File: src/ffm_params.svh
`ifndef FFM_PARAMS_SVH
`define FFM_PARAMS_SVH

// ----------------------------------------------------------------
// Register indices (byte address is four times the index)
// ----------------------------------------------------------------
`define FFM_IDX_CFG 8'h15
`define FFM_IDX_SRC 8'h16
`define FFM_IDX_THS 8'h17
`define FFM_IDX_THS_X_MSB 8'h73
`define FFM_IDX_DBNC 8'h7A
`define FFM_IDX_IRQ_STAT 8'h7B
`define FFM_IDX_IRQ_MASK 8'h7C

// ----------------------------------------------------------------
// Field positions
// ----------------------------------------------------------------
`define FFM_CFG_LATCH 7
`define FFM_CFG_MOTION 6
`define FFM_CFG_ZEN 5
`define FFM_CFG_YEN 4
`define FFM_CFG_XEN 3
`define FFM_SRC_ACTIVE 7
`define FFM_THS_DBCNTM 7
`define FFM_MSB_AXIS_SEL 7
`define FFM_COMMON_SHIFT 6

// ----------------------------------------------------------------
// Reset values and debounce default
// ----------------------------------------------------------------
`define FFM_RST_CFG 8'h00
`define FFM_RST_THS 8'h00
`define FFM_RST_AXIS_THS 13'h0000
`define FFM_RST_DBNC 8'h00
`define FFM_RST_MASK 8'h00

`endif

File: src/ffm_pkg.sv
package ffm_pkg;

    // ----------------------------------------------------------------
    // Types
    // ----------------------------------------------------------------
    // Combination of the per-axis flags
    typedef enum logic {
        FFM_FREEFALL = 1'b0,
        FFM_MOTION = 1'b1
    } ffm_comb_e;

    typedef logic [13:0] ffm_sample_t;
    typedef logic [12:0] ffm_axis_ths_t;

endpackage

File: src/ffm_axis_cmp.sv
`timescale 1ns/1ps
`include "ffm_params.svh"

module ffm_axis_cmp import ffm_pkg::*; #(
    parameter int DW = 14,
    parameter int TW = 13,
    parameter int CW = 7
) (
    // Clock and reset
    input wire logic pclk,
    input wire logic presetn,
    // Sample in
    input wire logic sample_valid,
    input wire logic [DW-1:0] sample,
    // Threshold selection
    input wire logic [TW-1:0] axis_ths,
    input wire logic [CW-1:0] common_ths,
    input wire logic use_axis_ths,
    // Registered result
    output logic above_q,
    output logic neg_q,
    output logic valid_q
);

    localparam int SH = `FFM_COMMON_SHIFT;
    localparam int PADW = DW - CW - SH;

    logic [DW-1:0] mag;
    logic [DW-1:0] thr;

    // Unsigned magnitude; full-scale negative maps to 2^(DW-1) cleanly
    always_comb begin
        mag = sample[DW-1] ? DW'(-sample) : sample;
    end

    // Common 7-bit value scaled to sample counts, 63 mg per step [RULE_14]
    always_comb begin
        if (use_axis_ths) begin // [RULE_05]
            thr = {{(DW-TW){1'b0}}, axis_ths}; // [RULE_04]
        end else begin
            thr = {{PADW{1'b0}}, common_ths, {SH{1'b0}}}; // [RULE_04]
        end
    end

    // Compare once per new sample
    always_ff @(posedge pclk or negedge presetn) begin
        if (!presetn) begin
            above_q <= 1'b0;
            neg_q <= 1'b0;
        end else if (sample_valid) begin // [RULE_17]
            above_q <= (mag > thr);
            neg_q <= sample[DW-1];
        end
    end

    // Result strobe
    always_ff @(posedge pclk or negedge presetn) begin
        if (!presetn) begin
            valid_q <= 1'b0;
        end else begin
            valid_q <= sample_valid;
        end
    end
endmodule // ffm_axis_cmp

File: src/ffm_detector.sv
// Behaviour
// RULE_01 - With motion mode off, the event fires only when every enabled axis is below threshold.
// RULE_02 - With motion mode on, the event fires when any enabled axis is above threshold.
// RULE_03 - The common threshold sits at index 0x17 and the per-axis thresholds at indices 0x73 to 0x78.
// RULE_04 - Thresholds are unsigned: one shared 7-bit value or a 13-bit value per axis.
// RULE_05 - The per-axis select bit picks the 13-bit axis thresholds, otherwise the shared one is used.
// RULE_06 - In latched mode a detected event stays in the flag until the source register is read.
// RULE_07 - In live mode the flag follows the current detection result at every evaluation.
// RULE_08 - In latched mode all source flags freeze when the event flag sets.
// RULE_09 - While an event is held, new axis flags do not change the source register until it is read.
// RULE_10 - Each of X, Y and Z has its own enable bit for the detection function.
// RULE_11 - A cleared axis enable removes that axis; a set one raises its flag on a threshold crossing.
// RULE_12 - The logic that sets the event flag is debounced in a way chosen by a mode bit.
// RULE_13 - Debounce mode 1 clears the counter when the condition drops; mode 0 counts it down to zero.
// RULE_14 - The common 7-bit threshold has a fixed step of 63 mg.
// RULE_15 - The event flag is raised by the configured combination and, with the enable, drives the interrupt.
// RULE_16 - The source register holds the event flag in bit 7 and Z, Y, X event and polarity in bits 5 to 0.
// RULE_17 - Comparison, combination and debounce are evaluated once per new acceleration sample.
//
// The APB register port is this design's own decision.
`timescale 1ns/1ps
`include "ffm_params.svh"

module ffm_detector import ffm_pkg::*; #(
    parameter int PADDR_W = 12,
    parameter int DW = 14,
    parameter int CNT_W = 8
) (
    // Clock and reset
    input wire logic pclk,
    input wire logic presetn,
    // APB slave
    input wire logic psel,
    input wire logic penable,
    input wire logic pwrite,
    input wire logic [PADDR_W-1:0] paddr,
    input wire logic [31:0] pwdata,
    output logic [31:0] prdata,
    output logic pready,
    output logic pslverr,
    // Acceleration samples
    input wire logic sample_valid,
    input wire logic [DW-1:0] sample_x,
    input wire logic [DW-1:0] sample_y,
    input wire logic [DW-1:0] sample_z,
    // Event outputs
    output logic event_active_flag,
    output logic irq
);

    // ----------------------------------------------------------------
    // Register state
    // ----------------------------------------------------------------
    logic [7:3] cfg_q;
    logic [7:0] ths_q;
    ffm_axis_ths_t axis_ths_q [3];
    logic axis_sel_q;
    logic [CNT_W-1:0] dbnc_q;
    logic [CNT_W-1:0] cnt_q;
    logic [CNT_W-1:0] cnt_d;
    logic ea_q;
    logic [5:0] flags_q;
    logic [0:0] stat_q;
    logic [0:0] mask_q;
    logic [31:0] rdata_q;
    logic err_q;

    // Decoded index match, used by write, read and side-effect logic
    function automatic logic idx_hit(input logic [PADDR_W-1:0] a, input logic [7:0] idx);
        idx_hit = (a[PADDR_W-1:2] == (PADDR_W-2)'(idx)) && (a[1:0] == 2'b00);
    endfunction

    logic setup;
    logic wr_acc;
    logic rd_acc;
    logic src_read;
    assign setup = psel && !penable;
    assign wr_acc = psel && penable && pwrite;
    assign rd_acc = psel && penable && !pwrite;
    assign src_read = rd_acc && idx_hit(paddr, `FFM_IDX_SRC);

    ffm_comb_e comb;
    logic latch_en;
    logic [2:0] axis_en;
    assign comb = ffm_comb_e'(cfg_q[`FFM_CFG_MOTION]);
    assign latch_en = cfg_q[`FFM_CFG_LATCH];
    assign axis_en = {cfg_q[`FFM_CFG_ZEN], cfg_q[`FFM_CFG_YEN], cfg_q[`FFM_CFG_XEN]}; // [RULE_10]

    // ----------------------------------------------------------------
    // Register writes
    // ----------------------------------------------------------------
    // Configuration and common threshold
    always_ff @(posedge pclk or negedge presetn) begin
        if (!presetn) begin
            cfg_q <= 5'(`FFM_RST_CFG >> 3);
            ths_q <= `FFM_RST_THS;
            dbnc_q <= `FFM_RST_DBNC;
            mask_q <= 1'(`FFM_RST_MASK);
            axis_sel_q <= 1'b0;
        end else if (wr_acc) begin
            if (idx_hit(paddr, `FFM_IDX_CFG)) begin
                cfg_q <= pwdata[7:3];
            end
            if (idx_hit(paddr, `FFM_IDX_THS)) begin // [RULE_03]
                ths_q <= pwdata[7:0];
            end
            if (idx_hit(paddr, `FFM_IDX_DBNC)) begin
                dbnc_q <= pwdata[CNT_W-1:0];
            end
            if (idx_hit(paddr, `FFM_IDX_IRQ_MASK)) begin
                mask_q <= pwdata[0:0];
            end
            if (idx_hit(paddr, `FFM_IDX_THS_X_MSB)) begin
                axis_sel_q <= pwdata[`FFM_MSB_AXIS_SEL];
            end
        end
    end

    // Per-axis thresholds: MSB index 0x73+2n, LSB index 0x74+2n
    for (genvar n = 0; n < 3; n++) begin : g_axis_ths
        always_ff @(posedge pclk or negedge presetn) begin
            if (!presetn) begin
                axis_ths_q[n] <= `FFM_RST_AXIS_THS;
            end else if (wr_acc) begin
                if (idx_hit(paddr, 8'(`FFM_IDX_THS_X_MSB + 2 * n))) begin // [RULE_03]
                    axis_ths_q[n][12:6] <= pwdata[6:0];
                end
                if (idx_hit(paddr, 8'(`FFM_IDX_THS_X_MSB + 2 * n + 1))) begin
                    axis_ths_q[n][5:0] <= pwdata[5:0];
                end
            end
        end
    end

    // ----------------------------------------------------------------
    // Per-axis comparison
    // ----------------------------------------------------------------
    logic [DW-1:0] samples [3];
    logic [2:0] above;
    logic [2:0] neg;
    logic [2:0] vld;
    assign samples[0] = sample_x;
    assign samples[1] = sample_y;
    assign samples[2] = sample_z;

    for (genvar n = 0; n < 3; n++) begin : g_cmp
        ffm_axis_cmp #(
            .DW(DW),
            .TW(13),
            .CW(7)
        ) u_cmp (
            .pclk(pclk),
            .presetn(presetn),
            .sample_valid(sample_valid),
            .sample(samples[n]),
            .axis_ths(axis_ths_q[n]),
            .common_ths(ths_q[6:0]),
            .use_axis_ths(axis_sel_q),
            .above_q(above[n]),
            .neg_q(neg[n]),
            .valid_q(vld[n])
        );
    end

    // ----------------------------------------------------------------
    // Combination and debounce
    // ----------------------------------------------------------------
    logic eval;
    logic [2:0] axis_hit;
    logic cond;
    logic det;
    assign eval = vld[0]; // [RULE_17]

    // Per-axis event: disabled axes never raise a flag
    always_comb begin
        for (int i = 0; i < 3; i++) begin
            axis_hit[i] = axis_en[i] && ((comb == FFM_MOTION) ? above[i] : !above[i]); // [RULE_11]
        end
    end

    // AND of enabled low-g axes, or OR of enabled high-g axes
    always_comb begin
        if (comb == FFM_MOTION) begin
            cond = |axis_hit; // [RULE_02]
        end else begin
            cond = (axis_en != 3'b000) && (axis_hit == axis_en); // [RULE_01]
        end
    end

    // Counter climbs to the debounce count; event fires on reaching it
    always_comb begin
        cnt_d = cnt_q;
        if (cond) begin
            if (cnt_q < dbnc_q) begin
                cnt_d = cnt_q + 1'b1;
            end
        end else if (ths_q[`FFM_THS_DBCNTM]) begin
            cnt_d = '0; // [RULE_13]
        end else if (cnt_q != '0) begin
            cnt_d = cnt_q - 1'b1; // [RULE_13]
        end
        det = cond && (cnt_d >= dbnc_q); // [RULE_12]
    end

    // Counter advances only on evaluation strobes
    always_ff @(posedge pclk or negedge presetn) begin
        if (!presetn) begin
            cnt_q <= '0;
        end else if (eval) begin
            cnt_q <= cnt_d; // [RULE_17]
        end
    end

    // ----------------------------------------------------------------
    // Source register
    // ----------------------------------------------------------------
    logic hold;
    logic ev_set;
    logic [5:0] flags_new;
    assign hold = latch_en && ea_q;
    assign ev_set = eval && det && !ea_q;
    assign flags_new = {axis_hit[2], neg[2], axis_hit[1], neg[1], axis_hit[0], neg[0]}; // [RULE_16]

    // Event flag; a detection in the read cycle wins over the clear
    always_ff @(posedge pclk or negedge presetn) begin
        if (!presetn) begin
            ea_q <= 1'b0;
        end else if (eval && det) begin
            ea_q <= 1'b1; // [RULE_15]
        end else if (eval && !latch_en) begin
            ea_q <= 1'b0; // [RULE_07]
        end else if (src_read && latch_en) begin
            ea_q <= 1'b0; // [RULE_06]
        end
    end

    // Axis flags freeze while an event is held
    always_ff @(posedge pclk or negedge presetn) begin
        if (!presetn) begin
            flags_q <= '0;
        end else if (eval && !hold) begin
            flags_q <= flags_new; // [RULE_08]
        end else if (src_read && latch_en && !(eval && det)) begin
            flags_q <= '0; // [RULE_09]
        end
    end

    assign event_active_flag = ea_q;

    // ----------------------------------------------------------------
    // Interrupt
    // ----------------------------------------------------------------
    // Sticky status, write one to clear; a new event beats the clear
    always_ff @(posedge pclk or negedge presetn) begin
        if (!presetn) begin
            stat_q <= '0;
        end else if (ev_set) begin
            stat_q <= 1'b1;
        end else if (wr_acc && idx_hit(paddr, `FFM_IDX_IRQ_STAT) && pwdata[0]) begin
            stat_q <= 1'b0;
        end
    end

    assign irq = |(stat_q & mask_q); // [RULE_15]

    // ----------------------------------------------------------------
    // APB read path
    // ----------------------------------------------------------------
    // Read data sampled in the setup cycle so it comes from a flop
    always_ff @(posedge pclk or negedge presetn) begin
        if (!presetn) begin
            rdata_q <= '0;
            err_q <= 1'b0;
        end else if (setup) begin
            rdata_q <= '0;
            err_q <= 1'b0;
            if (idx_hit(paddr, `FFM_IDX_CFG)) begin
                rdata_q[7:3] <= cfg_q;
            end else if (idx_hit(paddr, `FFM_IDX_SRC)) begin
                rdata_q[7:0] <= {ea_q, 1'b0, flags_q}; // [RULE_16]
            end else if (idx_hit(paddr, `FFM_IDX_THS)) begin
                rdata_q[7:0] <= ths_q;
            end else if (idx_hit(paddr, `FFM_IDX_DBNC)) begin
                rdata_q[CNT_W-1:0] <= dbnc_q;
            end else if (idx_hit(paddr, `FFM_IDX_IRQ_STAT)) begin
                rdata_q[0:0] <= stat_q;
            end else if (idx_hit(paddr, `FFM_IDX_IRQ_MASK)) begin
                rdata_q[0:0] <= mask_q;
            end else if (paddr[PADDR_W-1:2] >= (PADDR_W-2)'(`FFM_IDX_THS_X_MSB)
                    && paddr[PADDR_W-1:2] < (PADDR_W-2)'(`FFM_IDX_THS_X_MSB + 6) && paddr[1:0] == 2'b00) begin
                for (int i = 0; i < 3; i++) begin
                    if (idx_hit(paddr, 8'(`FFM_IDX_THS_X_MSB + 2 * i))) begin
                        rdata_q[7:0] <= {(i == 0) ? axis_sel_q : 1'b0, axis_ths_q[i][12:6]};
                    end
                    if (idx_hit(paddr, 8'(`FFM_IDX_THS_X_MSB + 2 * i + 1))) begin
                        rdata_q[7:0] <= {2'b00, axis_ths_q[i][5:0]};
                    end
                end
            end else begin
                err_q <= 1'b1; // Unmapped address
            end
        end
    end

    // Zero wait states: every access phase completes at once
    assign pready = 1'b1;
    assign prdata = rdata_q;
    assign pslverr = psel && penable && err_q;
endmodule // ffm_detector

File: config.mk
export PLATFORM = sky130hd
export DESIGN_NAME = ffm_detector
export DESIGN_NICKNAME = d
export VERILOG_FILES = /design/src/ffm_pkg.sv /design/src/ffm_axis_cmp.sv /design/src/ffm_detector.sv
export VERILOG_INCLUDE_DIRS = /design/src /design/src/src
export SDC_FILE = /design/constraint.sdc
export NUM_CORES = 1
export LEC_CHECK = 0
export BUFFER_PORTS_ARGS = -buffer_cell sky130_fd_sc_hd__clkbuf_2
export CAP_MARGIN = 20
export CORE_MARGIN = 3
export CORE_UTILIZATION = 29
export DETAILED_ROUTE_END_ITERATION = 7
export PLACE_DENSITY = 0.56
export SYNTH_ARGS = -nofsm -noshare
export SYNTH_HDL_FRONTEND = slang
export SYNTH_SLANG_ARGS = --single-unit
File: constraint.sdc
create_clock -name pclk -period 5 [get_ports pclk]
set_input_delay 0 -clock pclk [delete_from_list [all_inputs] [get_ports pclk]]
set_output_delay 0 -clock pclk [all_outputs]
set_load 0.01 [all_outputs]
After elaboration in Yosys (flattened, before gate mapping)
Cells that the tools add are included.

Register bits after elaboration: 94. Input bits: 92. Logic and storage cells: 154.

$add $sub $neg: 5. Order comparisons: 7. Equal/unequal tests: 13. Muxes and demuxes: 44. Bitwise logic cells: 1. Reduce and logical (&&, ||, !) cells: 60.

Operators with widths (count): two-way mux 8 bit (14); equality test 10 x 7 -> 1 bit (second input constant) (9); greater-than comparator 14 x 13 -> 1 bit (3); two-way mux 14 bit (3); negation 14 bit (3); two-way mux 13 bit (3); logical AND 1 bit (34); equality test 10 x 5 -> 1 bit (second input constant) (3); AND reduction 2 bit (10); two-way mux 1 bit (18); two-way mux 7 bit (2); two-way mux 6 bit (2); >= comparator 10 x 7 -> 1 bit (second input constant) (1); less-than comparator 10 x 7 -> 1 bit (second input constant) (1); logical NOT 1 bit (9); adder 8 x 1 -> 8 bit (second input constant) (1); >= comparator 8 bit (1); less-than comparator 8 bit (1); nonzero test 8 bit (1); subtractor 8 x 1 -> 8 bit (second input constant) (1); nonzero test 3 bit (2); two-way mux 5 bit (1); nonzero test 2 bit (2); equality test 3 bit (1); 4 further kinds (4).

Depth between registers and ports, before layout
Gate-level depths: netlist of the first run.

Depth after elaboration: 15. Gate-level depth with buffers: 16. Gate-level depth less buffers: 15.

Modules after synthesis
Synthesis of the first run repeated with hierarchy kept, for this count alone.

Cells, all modules: 846. Area, all modules: 7808.7 um2.

By module, submodules not included: ffm_detector (times used 1, cells each 558, area an instance 5470.2 um2, seq. area each 2177.1 um2); ffm_axis_cmp (times used 3, cells each 96, area an instance 779.5 um2, seq. area each 75.1 um2).

Least setup slack after synthesis of the first run
Ideal clock, no wire load.

Path kind: reg2reg. Start point: reg dbnc_q[5]. End point: reg flags_q[0]. Data arrival time: 3.294 ns. Required time: 4.875 ns. Slack: 1.581 ns. Stages on the path, launching flop included: 17. Clock period less this slack: 3.419 ns. Cell sequence: dfrtp_1 inv_1 ha_1 or4_1 a21oi_1 o21ai_1 a21oi_1 clkbuf_1 a211oi_1 a31oi_1 ha_1 a21o_1 a211o_1 a41oi_1 o21bai_1 a31oi_4 nor2_1.

Word-level cells in the longest chain between the ends: 9.

Ends and longest elaborated chain: from (decl) (line ffm_detector.sv:58) `logic [CNT_W-1:0] dbnc_q;`; from (signal assigned) (line ffm_detector.sv:97) `` dbnc_q <= `FFM_RST_DBNC; ``; from (signal assigned) (line ffm_detector.sv:108) `dbnc_q <= pwdata[CNT_W-1:0];`; less-than comparator 8 bit (line ffm_detector.sv:194) `if (cnt_q < dbnc_q) begin`; two-way mux 8 bit (line ffm_detector.sv:194); two-way mux 8 bit (line ffm_detector.sv:193) `if (cond) begin`; named net cnt_d[4] (line ffm_detector.sv:60) `logic [CNT_W-1:0] cnt_d;`; >= comparator 8 bit (line ffm_detector.sv:202) `det = cond && (cnt_d >= dbnc_q);`; logical AND 1 bit (line ffm_detector.sv:202); logical AND 1 bit (line ffm_detector.sv:243) `end else if (src_read && latch_en && !(eval && det)) begin`; logical NOT 1 bit (line ffm_detector.sv:243); logical AND 1 bit (line ffm_detector.sv:243); nonzero test 2 bit (no line); to (signal assigned) (line ffm_detector.sv:242) `flags_q <= flags_new;`; to (decl) (line ffm_detector.sv:62) `logic [5:0] flags_q;`.

The timed path passes the listed nets, and every way through them passes these cells. A chain may end at the register's enable or synchronous reset.

Worst setup path in the final report of the first run
Start point: reg cnt_q[5]. End point: reg flags_q[1].

Word-level cells in the longest chain between the ends: 10.

Ends and longest elaborated chain: from (decl) (line ffm_detector.sv:59) `logic [CNT_W-1:0] cnt_q;`; from (signal assigned) (line ffm_detector.sv:210) `cnt_q <= cnt_d;`; parallel branches: the longest is 3 deep, another holds less-than comparator 8 bit; two-way mux 8 bit (*) (line ffm_detector.sv:193); named net cnt_d[4] (line ffm_detector.sv:60); >= comparator 8 bit (*) (line ffm_detector.sv:202); logical AND 1 bit (*) (line ffm_detector.sv:202); logical AND 1 bit (*) (line ffm_detector.sv:243); logical NOT 1 bit (*) (line ffm_detector.sv:243); logical AND 1 bit (*) (line ffm_detector.sv:243); nonzero test 2 bit (no line) (*).

Mark *: on every way through the listed nets, which the timed path passes.

==> results of run 1 <==
[power by group]
group	switching, mW	internal (mW)
sequential	0.0677	0.793
combinational	0.322	0.235
clock	0.347	0.402
total	0.737	1.43
[cells in the mapped netlist, types with 19 or more instances]
library cell	n	area share (%)
ha_1	60	9.7
nand2_1	91	4.4
nor2b_1	20	1.6
o21ai_0	55	3.5
xnor2_1	35	3.9
clkbuf_1	30	1.5
nand2b_1	19	1.5
a21oi_1	52	3.4
inv_1	34	1.6
nor3_1	19	1.2
nand3_1	23	1.5
mux2_2	65	9.4
nor2_1	34	1.6
dfrtp_1	94	30
buf_4	26	2.5
[timing repair]
action / in CTS / in global routing
hold endpoints to repair: 46 / 0
setup endpoints to repair: 0 / 0
hold buffers: 3 / 0
[cell type report]
type                            instances  area (um2)  share of cell area (%)
Multi-Input combinational cell        708        5010                    57.6
Sequential cell                        94        2350                    27.0
Timing Repair Buffer                   89         483                    5.54
Tap cell                              335         419                    4.81
Clock buffer                            9         225                    2.59
Inverter                               34         128                    1.47
Clock inverter                          7        88.8                    1.02
[routing by layer]
metal	wire length (um)	part of all wire (%)
met4	269	1.2
met3	1440	6.2
met1	11200	49
met5	0	0
met2	10100	44
[logic make-up (layout without fill, tap and decap cells)]
family / after synthesis / count (layout) / share of synthesized area (%)
other cells: 2 / 25 / 0.0968
fa+ha+maj: 60 / 60 / 9.67
mux: 68 / 68 / 9.82
buf+inv: 98 / 139 / 6.19
simple gates: 294 / 294 / 20.6
xor+xnor: 37 / 37 / 4.18
compound gates: 224 / 224 / 19.1
flops: 94 / 94 / 30.3
[per-stage QoR]
step                hold slack (ns)  cells  power, mW  util (%)  setup slack, ns
floorplan                    -0.296    900       1.26         -             1.58
global placement             0.0254   1257       1.42      31.9             1.26
detailed placement           0.0262   1257       1.43      31.9             1.25
CTS                          0.0574   1276       2.18      33.2             1.21
global route                 0.0750   1276       2.30      33.2            0.880
finish                       0.0620   1276       2.17      33.2             1.17
[flip-flops by register name, summed over array words and instances (netlist names)]
| register | cells |
|---|---|
| prdata | 8 |
| stat_q | 1 |
| mask_q | 1 |
| axis_ths_q | 39 |
| g_cmp.u_cmp.valid_q | 1 |
| g_cmp.u_cmp.neg_q | 3 |
| g_cmp.u_cmp.above_q | 3 |
| cnt_q | 8 |
| event_active_flag | 1 |
| cfg_q | 5 |
| err_q | 1 |
| dbnc_q | 8 |
| axis_sel_q | 1 |
| flags_q | 6 |
| ths_q | 8 |
[final timing paths]
check	end	cells after the start	slack, ns
min reg2reg	prdata[7]	2	0.48
max reg2reg	flags_q[1]	13	1.17
max	flags_q[1]	13	1.17
min	g_cmp[0].u_cmp.valid_q	1	0.06
max in group asynchronous	axis_ths_q[36]	3	3.69
min in group asynchronous	cnt_q[5]	2	0.16
[worst max-delay path, delay by kind of cell, from the launching register on]
family,cells,cell delay [ns]
AOI/OAI and AO/OA,9,2.11
adders and majority gates,2,0.64
and+or+nand+nor,2,0.44
DFF,1,0.50
==> impl_metrics.tcl, run 1 <==
set metrics [dict create \
    status "finished, final reports clean" \
    final_cell_mix "94 x dfrtp_1, 91 x nand2_1, 77 x clkbuf_2" \
    async_flop_share_pct 100 \
    holdCritStartpoint "sample_valid" \
    critPathKind "reg2reg" \
    pin_count 128 \
    clk_latency_ns 0.36 \
    dp_hpwl_um 17700 \
    hold_class "in2reg" \
    post_cts_buffers 0 \
    fin_crit_sh_pct 76.6 \
    avgRoutedWirePerCell_um 18.0 \
    finalSetupTns_ns 0 \
    diodes 0 \
    grt_use_met1_pct 23.8 \
    design_area_mm2 0.00871 \
    tightest_slew_ns 0.954 \
    cts_root_buffer "clkbuf_16" \
    routed_wl_um 23000 \
    grt_max_degree 54 \
    finClkSkew_ns 0.0113 \
    drt_iter0_drc 534 \
    numCtsBuffers 9 \
    synth-seq-cells 94 \
    worstPathMaxFanout 12 \
    timing.slew.headroom_pct 35.8 \
    fin_nets 1088 \
    initial_core_util_pct 29.6 \
    drtAntennaViolNets 0 \
    h-tree-depth 3 \
    antenna_found_initial 0 \
    power_leakage_nw 3.81 \
    met2_usage_pct 24.6 \
    period_minus_slack_ns 3.83 \
    clk_pin_slew_ns 0.08 \
    grt-busiest-layer "met2" \
    place_congestion 0.904 \
    cp-start-kind "flip-flop" \
    cp_slowest_cell "a211oi_1" \
    synthCells 877 \
    yosysWarnings 0 \
    rows 59 \
    end_kind "flip-flop" \
    fp.dieArea_mm2 0.0288 \
    syn-mean-instance-area_um2 8.85 \
    timing.rr.start "cnt_q[5]" \
    crit_chain "ha_1 > o21ai_0 > a211oi_1 > and2_1 > o21ai_0 > a31oi_1 > ha_1 > a21o_1 > a211o_1 > a41oi_1 > o21bai_1 > a31oi_4 > nor2_1" \
    worstPathRequired_ns 5.24 \
    route.detailed.drc 0 \
    synthDistinctLibCells 78 \
    fp.dieW_um 170 \
    place_area_mm2 0.00837 \
    cpPeakStageDelay_ns 0.57 \
    grt_first_pass_wirelength_um 36300 \
    viasPerCell 5.38 \
    ctsResizeCount 0 \
    grt_use_total_pct 16.1 \
    dr.pass1.iters 5 \
    mappedNetlistArea_mm2 0.00776 \
    rsz0062_at_grt "false" \
    cp.arrival_ns 4.07 \
    core-area_mm2 0.0262 \
    cts_tree "built" \
    syn_to_final_growth_pct 12.2 \
    layout-drive-gt1-share_pct 20.2 \
    clock-sinks 94 \
    drv_slew 0 \
    fillers 2745 \
    layout_commonest_cell "dfrtp_1" \
    maxCapViolations 0 \
    power_density_mw_per_mm2 249 \
    port_buffers 78 \
    setup_viol 0 \
    cts_buffer_depth 2 \
    overflow 0 \
    synth_edf_count 0 \
    ys.flop_type "dfrtp_1" \
    hold_viol 0 \
    via_count 6862 \
    crit_path_start "cnt_q[5]" \
    grt_pass1_vias 6437 \
    die-height_um 170 \
    ys_seq_area_share_pct 30.3 \
    peakVddDrop_mv 0.146 \
    grt_use_met3_pct 2.56 \
    fmax_mhz 261 \
]
Note: power is estimated with default switching activity, not from simulation.
==> run 2, diff against run 1 <==
ABC_AREA = 1   (was default)
clock period = 3.8 ns   (was 5 ns; I/O delays follow)
==> impl_metrics.tcl, run 2 <==
set metrics [dict create \
    status "finished, final reports clean" \
    cts_tree "built" \
    setup_viol 0 \
    clk_latency_ns 0.35 \
    peakVddDrop_mv 0.165 \
    grt_first_pass_wirelength_um 36800 \
    end_kind "flip-flop" \
    fillers 2808 \
    grt_max_degree 72 \
    drtAntennaViolNets 0 \
    die-height_um 169 \
    design_area_mm2 0.00868 \
    intPower_mw 1.87 \
    routed_wl_um 23200 \
    dp_hpwl_um 18100 \
    wl_met3_um 1150 \
    p_switching_mw 1.04 \
    clk_pin_slew_ns 0.07 \
    multiInputGateArea_mm2 0.00449 \
    hold_viol 0 \
    port_buffers 78 \
    power_density_mw_per_mm2 336 \
    overflow 0 \
    mappedNetlistArea_mm2 0.00769 \
    ff_latch_area_mm2 0.00235 \
    worstPathRequired_ns 4.09 \
    holdCritStartpoint "pwrite" \
    h-tree-depth 3 \
    worst_r2r_path_depth 19 \
    regMostFlops "axis_ths_q" \
    via_count 7282 \
    maxCapViolations 0 \
    synth_edf_count 0 \
    fin_crit_sh_pct 84.5 \
    cts_root_buffer "clkbuf_16" \
    highest_layer "met4" \
    finClkSkew_ns 0.00734 \
    ys.flop_type "dfrtp_1" \
    power_frac_seq_pct 39.3 \
    fp.dieW_um 169 \
    wl_met1_um 11400 \
    grt_pass1_vias 6932 \
    wl_met2_um 10300 \
    synthDistinctLibCells 42 \
    worstPathMaxFanout 9 \
    min_path_cells 3 \
    avgRoutedWirePerCell_um 15.0 \
    hold_class "in2reg" \
    initial_core_util_pct 30.0 \
    rrSetupSlack_ns 0.59 \
    post-route-util_pct 33.9 \
    route.detailed.drc 0 \
    p_clk_share_pct 30.6 \
    core-area_mm2 0.0256 \
    dr.pass1.iters 5 \
    fmax_mhz 312 \
    reg2reg_to "flags_q[3]" \
    place_area_mm2 0.00831 \
    timing.slew.headroom_pct 35.0 \
    drt_iter0_drc 566 \
    ctsResizeCount 0 \
    syn-mean-instance-area_um2 6.75 \
    synthCells 1139 \
    dpl.cell_count 1525 \
    diodes 0 \
    numCtsBuffers 9 \
    critPathKind "reg2reg" \
    cts_buffer_depth 2 \
    rsz0062_at_grt "false" \
    cp.arrival_ns 3.50 \
    synthTopCellsByCount "295 x nand2_1, 164 x inv_1, 113 x o21ai_0, 101 x nor2_1, 94 x dfrtp_1" \
    synth_area_leader_cell "dfrtp_1" \
    power_leakage_nw 4.58 \
    clock-sinks 94 \
    period_minus_slack_ns 3.21 \
    layout-drive-gt1-share_pct 9.93 \
    place_congestion 0.908 \
    antenna_found_initial 0 \
    swShare_pct 35.7 \
    synth_top_area_share_pct 30.6 \
    fin_cells 1549 \
    drv_slew 0 \
    final_cell_mix "295 x nand2_1, 164 x inv_1, 113 x o21ai_0" \
    tightest_slew_ns 0.976 \
    ys_seq_area_share_pct 30.6 \
    combPwrFrac_pct 30.0 \
    grt_use_total_pct 16.2 \
    synthTopCellsByArea "dfrtp_1 31%, nand2_1 14%, ha_1 9.8%, inv_1 8.0%, o21ai_0 7.4%" \
    layout_commonest_cell "nand2_1" \
    synth-seq-cells 94 \
    async_flop_share_pct 100 \
    pin_count 128 \
    yosysMostFrequentCell "nand2_1" \
    yosysWarnings 0 \
    rows 58 \
    viasPerCell 4.70 \
    cp-start-kind "flip-flop" \
    fp.dieArea_mm2 0.0285 \
    finalSetupTns_ns 0 \
    hold_end "event_active_flag" \
    largest_reg_flops 39 \
    syn_to_final_growth_pct 12.9 \
    timing.rr.start "cnt_q[1]" \
    fin_nets 1366 \
]
[run 2: power groups by stage]
stage	registers, mW	logic (mW)	clock network, mW
final	1.15	0.876	0.893
after global routing	1.16	1.02	0.958
after detailed placement	1.16	0.868	0
after floorplan	1.13	0.659	0
after CTS	1.15	0.880	0.921
after global placement	1.17	0.853	0
[run 2: worst max path at each step]
stage,cells past startpoint,start,slack [ns],to
3_3_place_gp,16,cnt_q[5],0.61,flags_q[4]
4_1_cts,16,cnt_q[5],0.58,flags_q[3]
3_5_place_dp,17,dbnc_q[7],0.60,flags_q[3]
2_1_floorplan,17,cnt_q[5],1.12,flags_q[0]
5_1_grt,16,cnt_q[5],0.27,flags_q[2]
6_report,19,cnt_q[1],0.59,flags_q[3]
[run 2: layout make-up]
cell class | instances | area share, %
clock inverters | 5 | 0.505
inverters | 170 | 7.35
well taps | 330 | 4.76
repair buffers | 90 | 5.80
multi-input cells | 849 | 51.7
clock buffers | 11 | 2.80
flip-flops and latches | 94 | 27.1
[run 2: what timing repair did]
action                                 in CTS  in global routing
hold buffers                                8                  0
endpoints found under the hold margin      83                  0
setup buffers                               0                  0
[run 2: layer usage]
| layer | track usage (%) | vias up |
|---|---|---|
| met5 | 0 | - |
| met3 | 2.08 | 22 |
| met4 | 4.13 | 0 |
| met2 | 25.9 | 199 |
| li1 | - | 3755 |
| met1 | 23.3 | 3306 |
[run 2: logic make-up (layout without fill, tap and decap cells)]
family / Yosys count / after routing / synth area share [%]
AND/OR/NAND/NOR: 515 / 515 / 28.2
buffers and inverters: 219 / 276 / 12.1
AO/OA/AOI/OAI: 203 / 203 / 13.9
flip-flops: 94 / 94 / 30.6
adder cells (fa/ha/maj): 60 / 60 / 9.77
XOR/XNOR: 45 / 45 / 5.13
other: 2 / 25 / 0.0977
multiplexers: 1 / 1 / 0.146
[run 2: metrics by stage]
stage,hold WS (ns),power [mW],worst slack (ns)
6_report,0.00696,2.92,0.590
4_1_cts,0.00471,2.95,0.581
3_3_place_gp,0.219,2.02,0.615
2_1_floorplan,-0.296,1.79,1.12
5_1_grt,0.00961,3.14,0.268
3_5_place_dp,0.206,2.03,0.597
[run 2: worst max-delay path, stage by stage, from the launching register on]
cell	delay, ns
dfrtp_1	0.46
ha_1	0.31
o21ai_0	0.07
nand2_1	0.07
nand3_1	0.06
nand2_1	0.10
nand4_2	0.22
nand2_2	0.26
nand2_1	0.07
nand3_1	0.06
o21ai_0	0.16
ha_1	0.36
nand4_1	0.09
inv_1	0.08
nand4_1	0.08
o2111ai_1	0.12
nand3_1	0.16
nand2_1	0.24
nand3_1	0.11
nand2_1	0.07
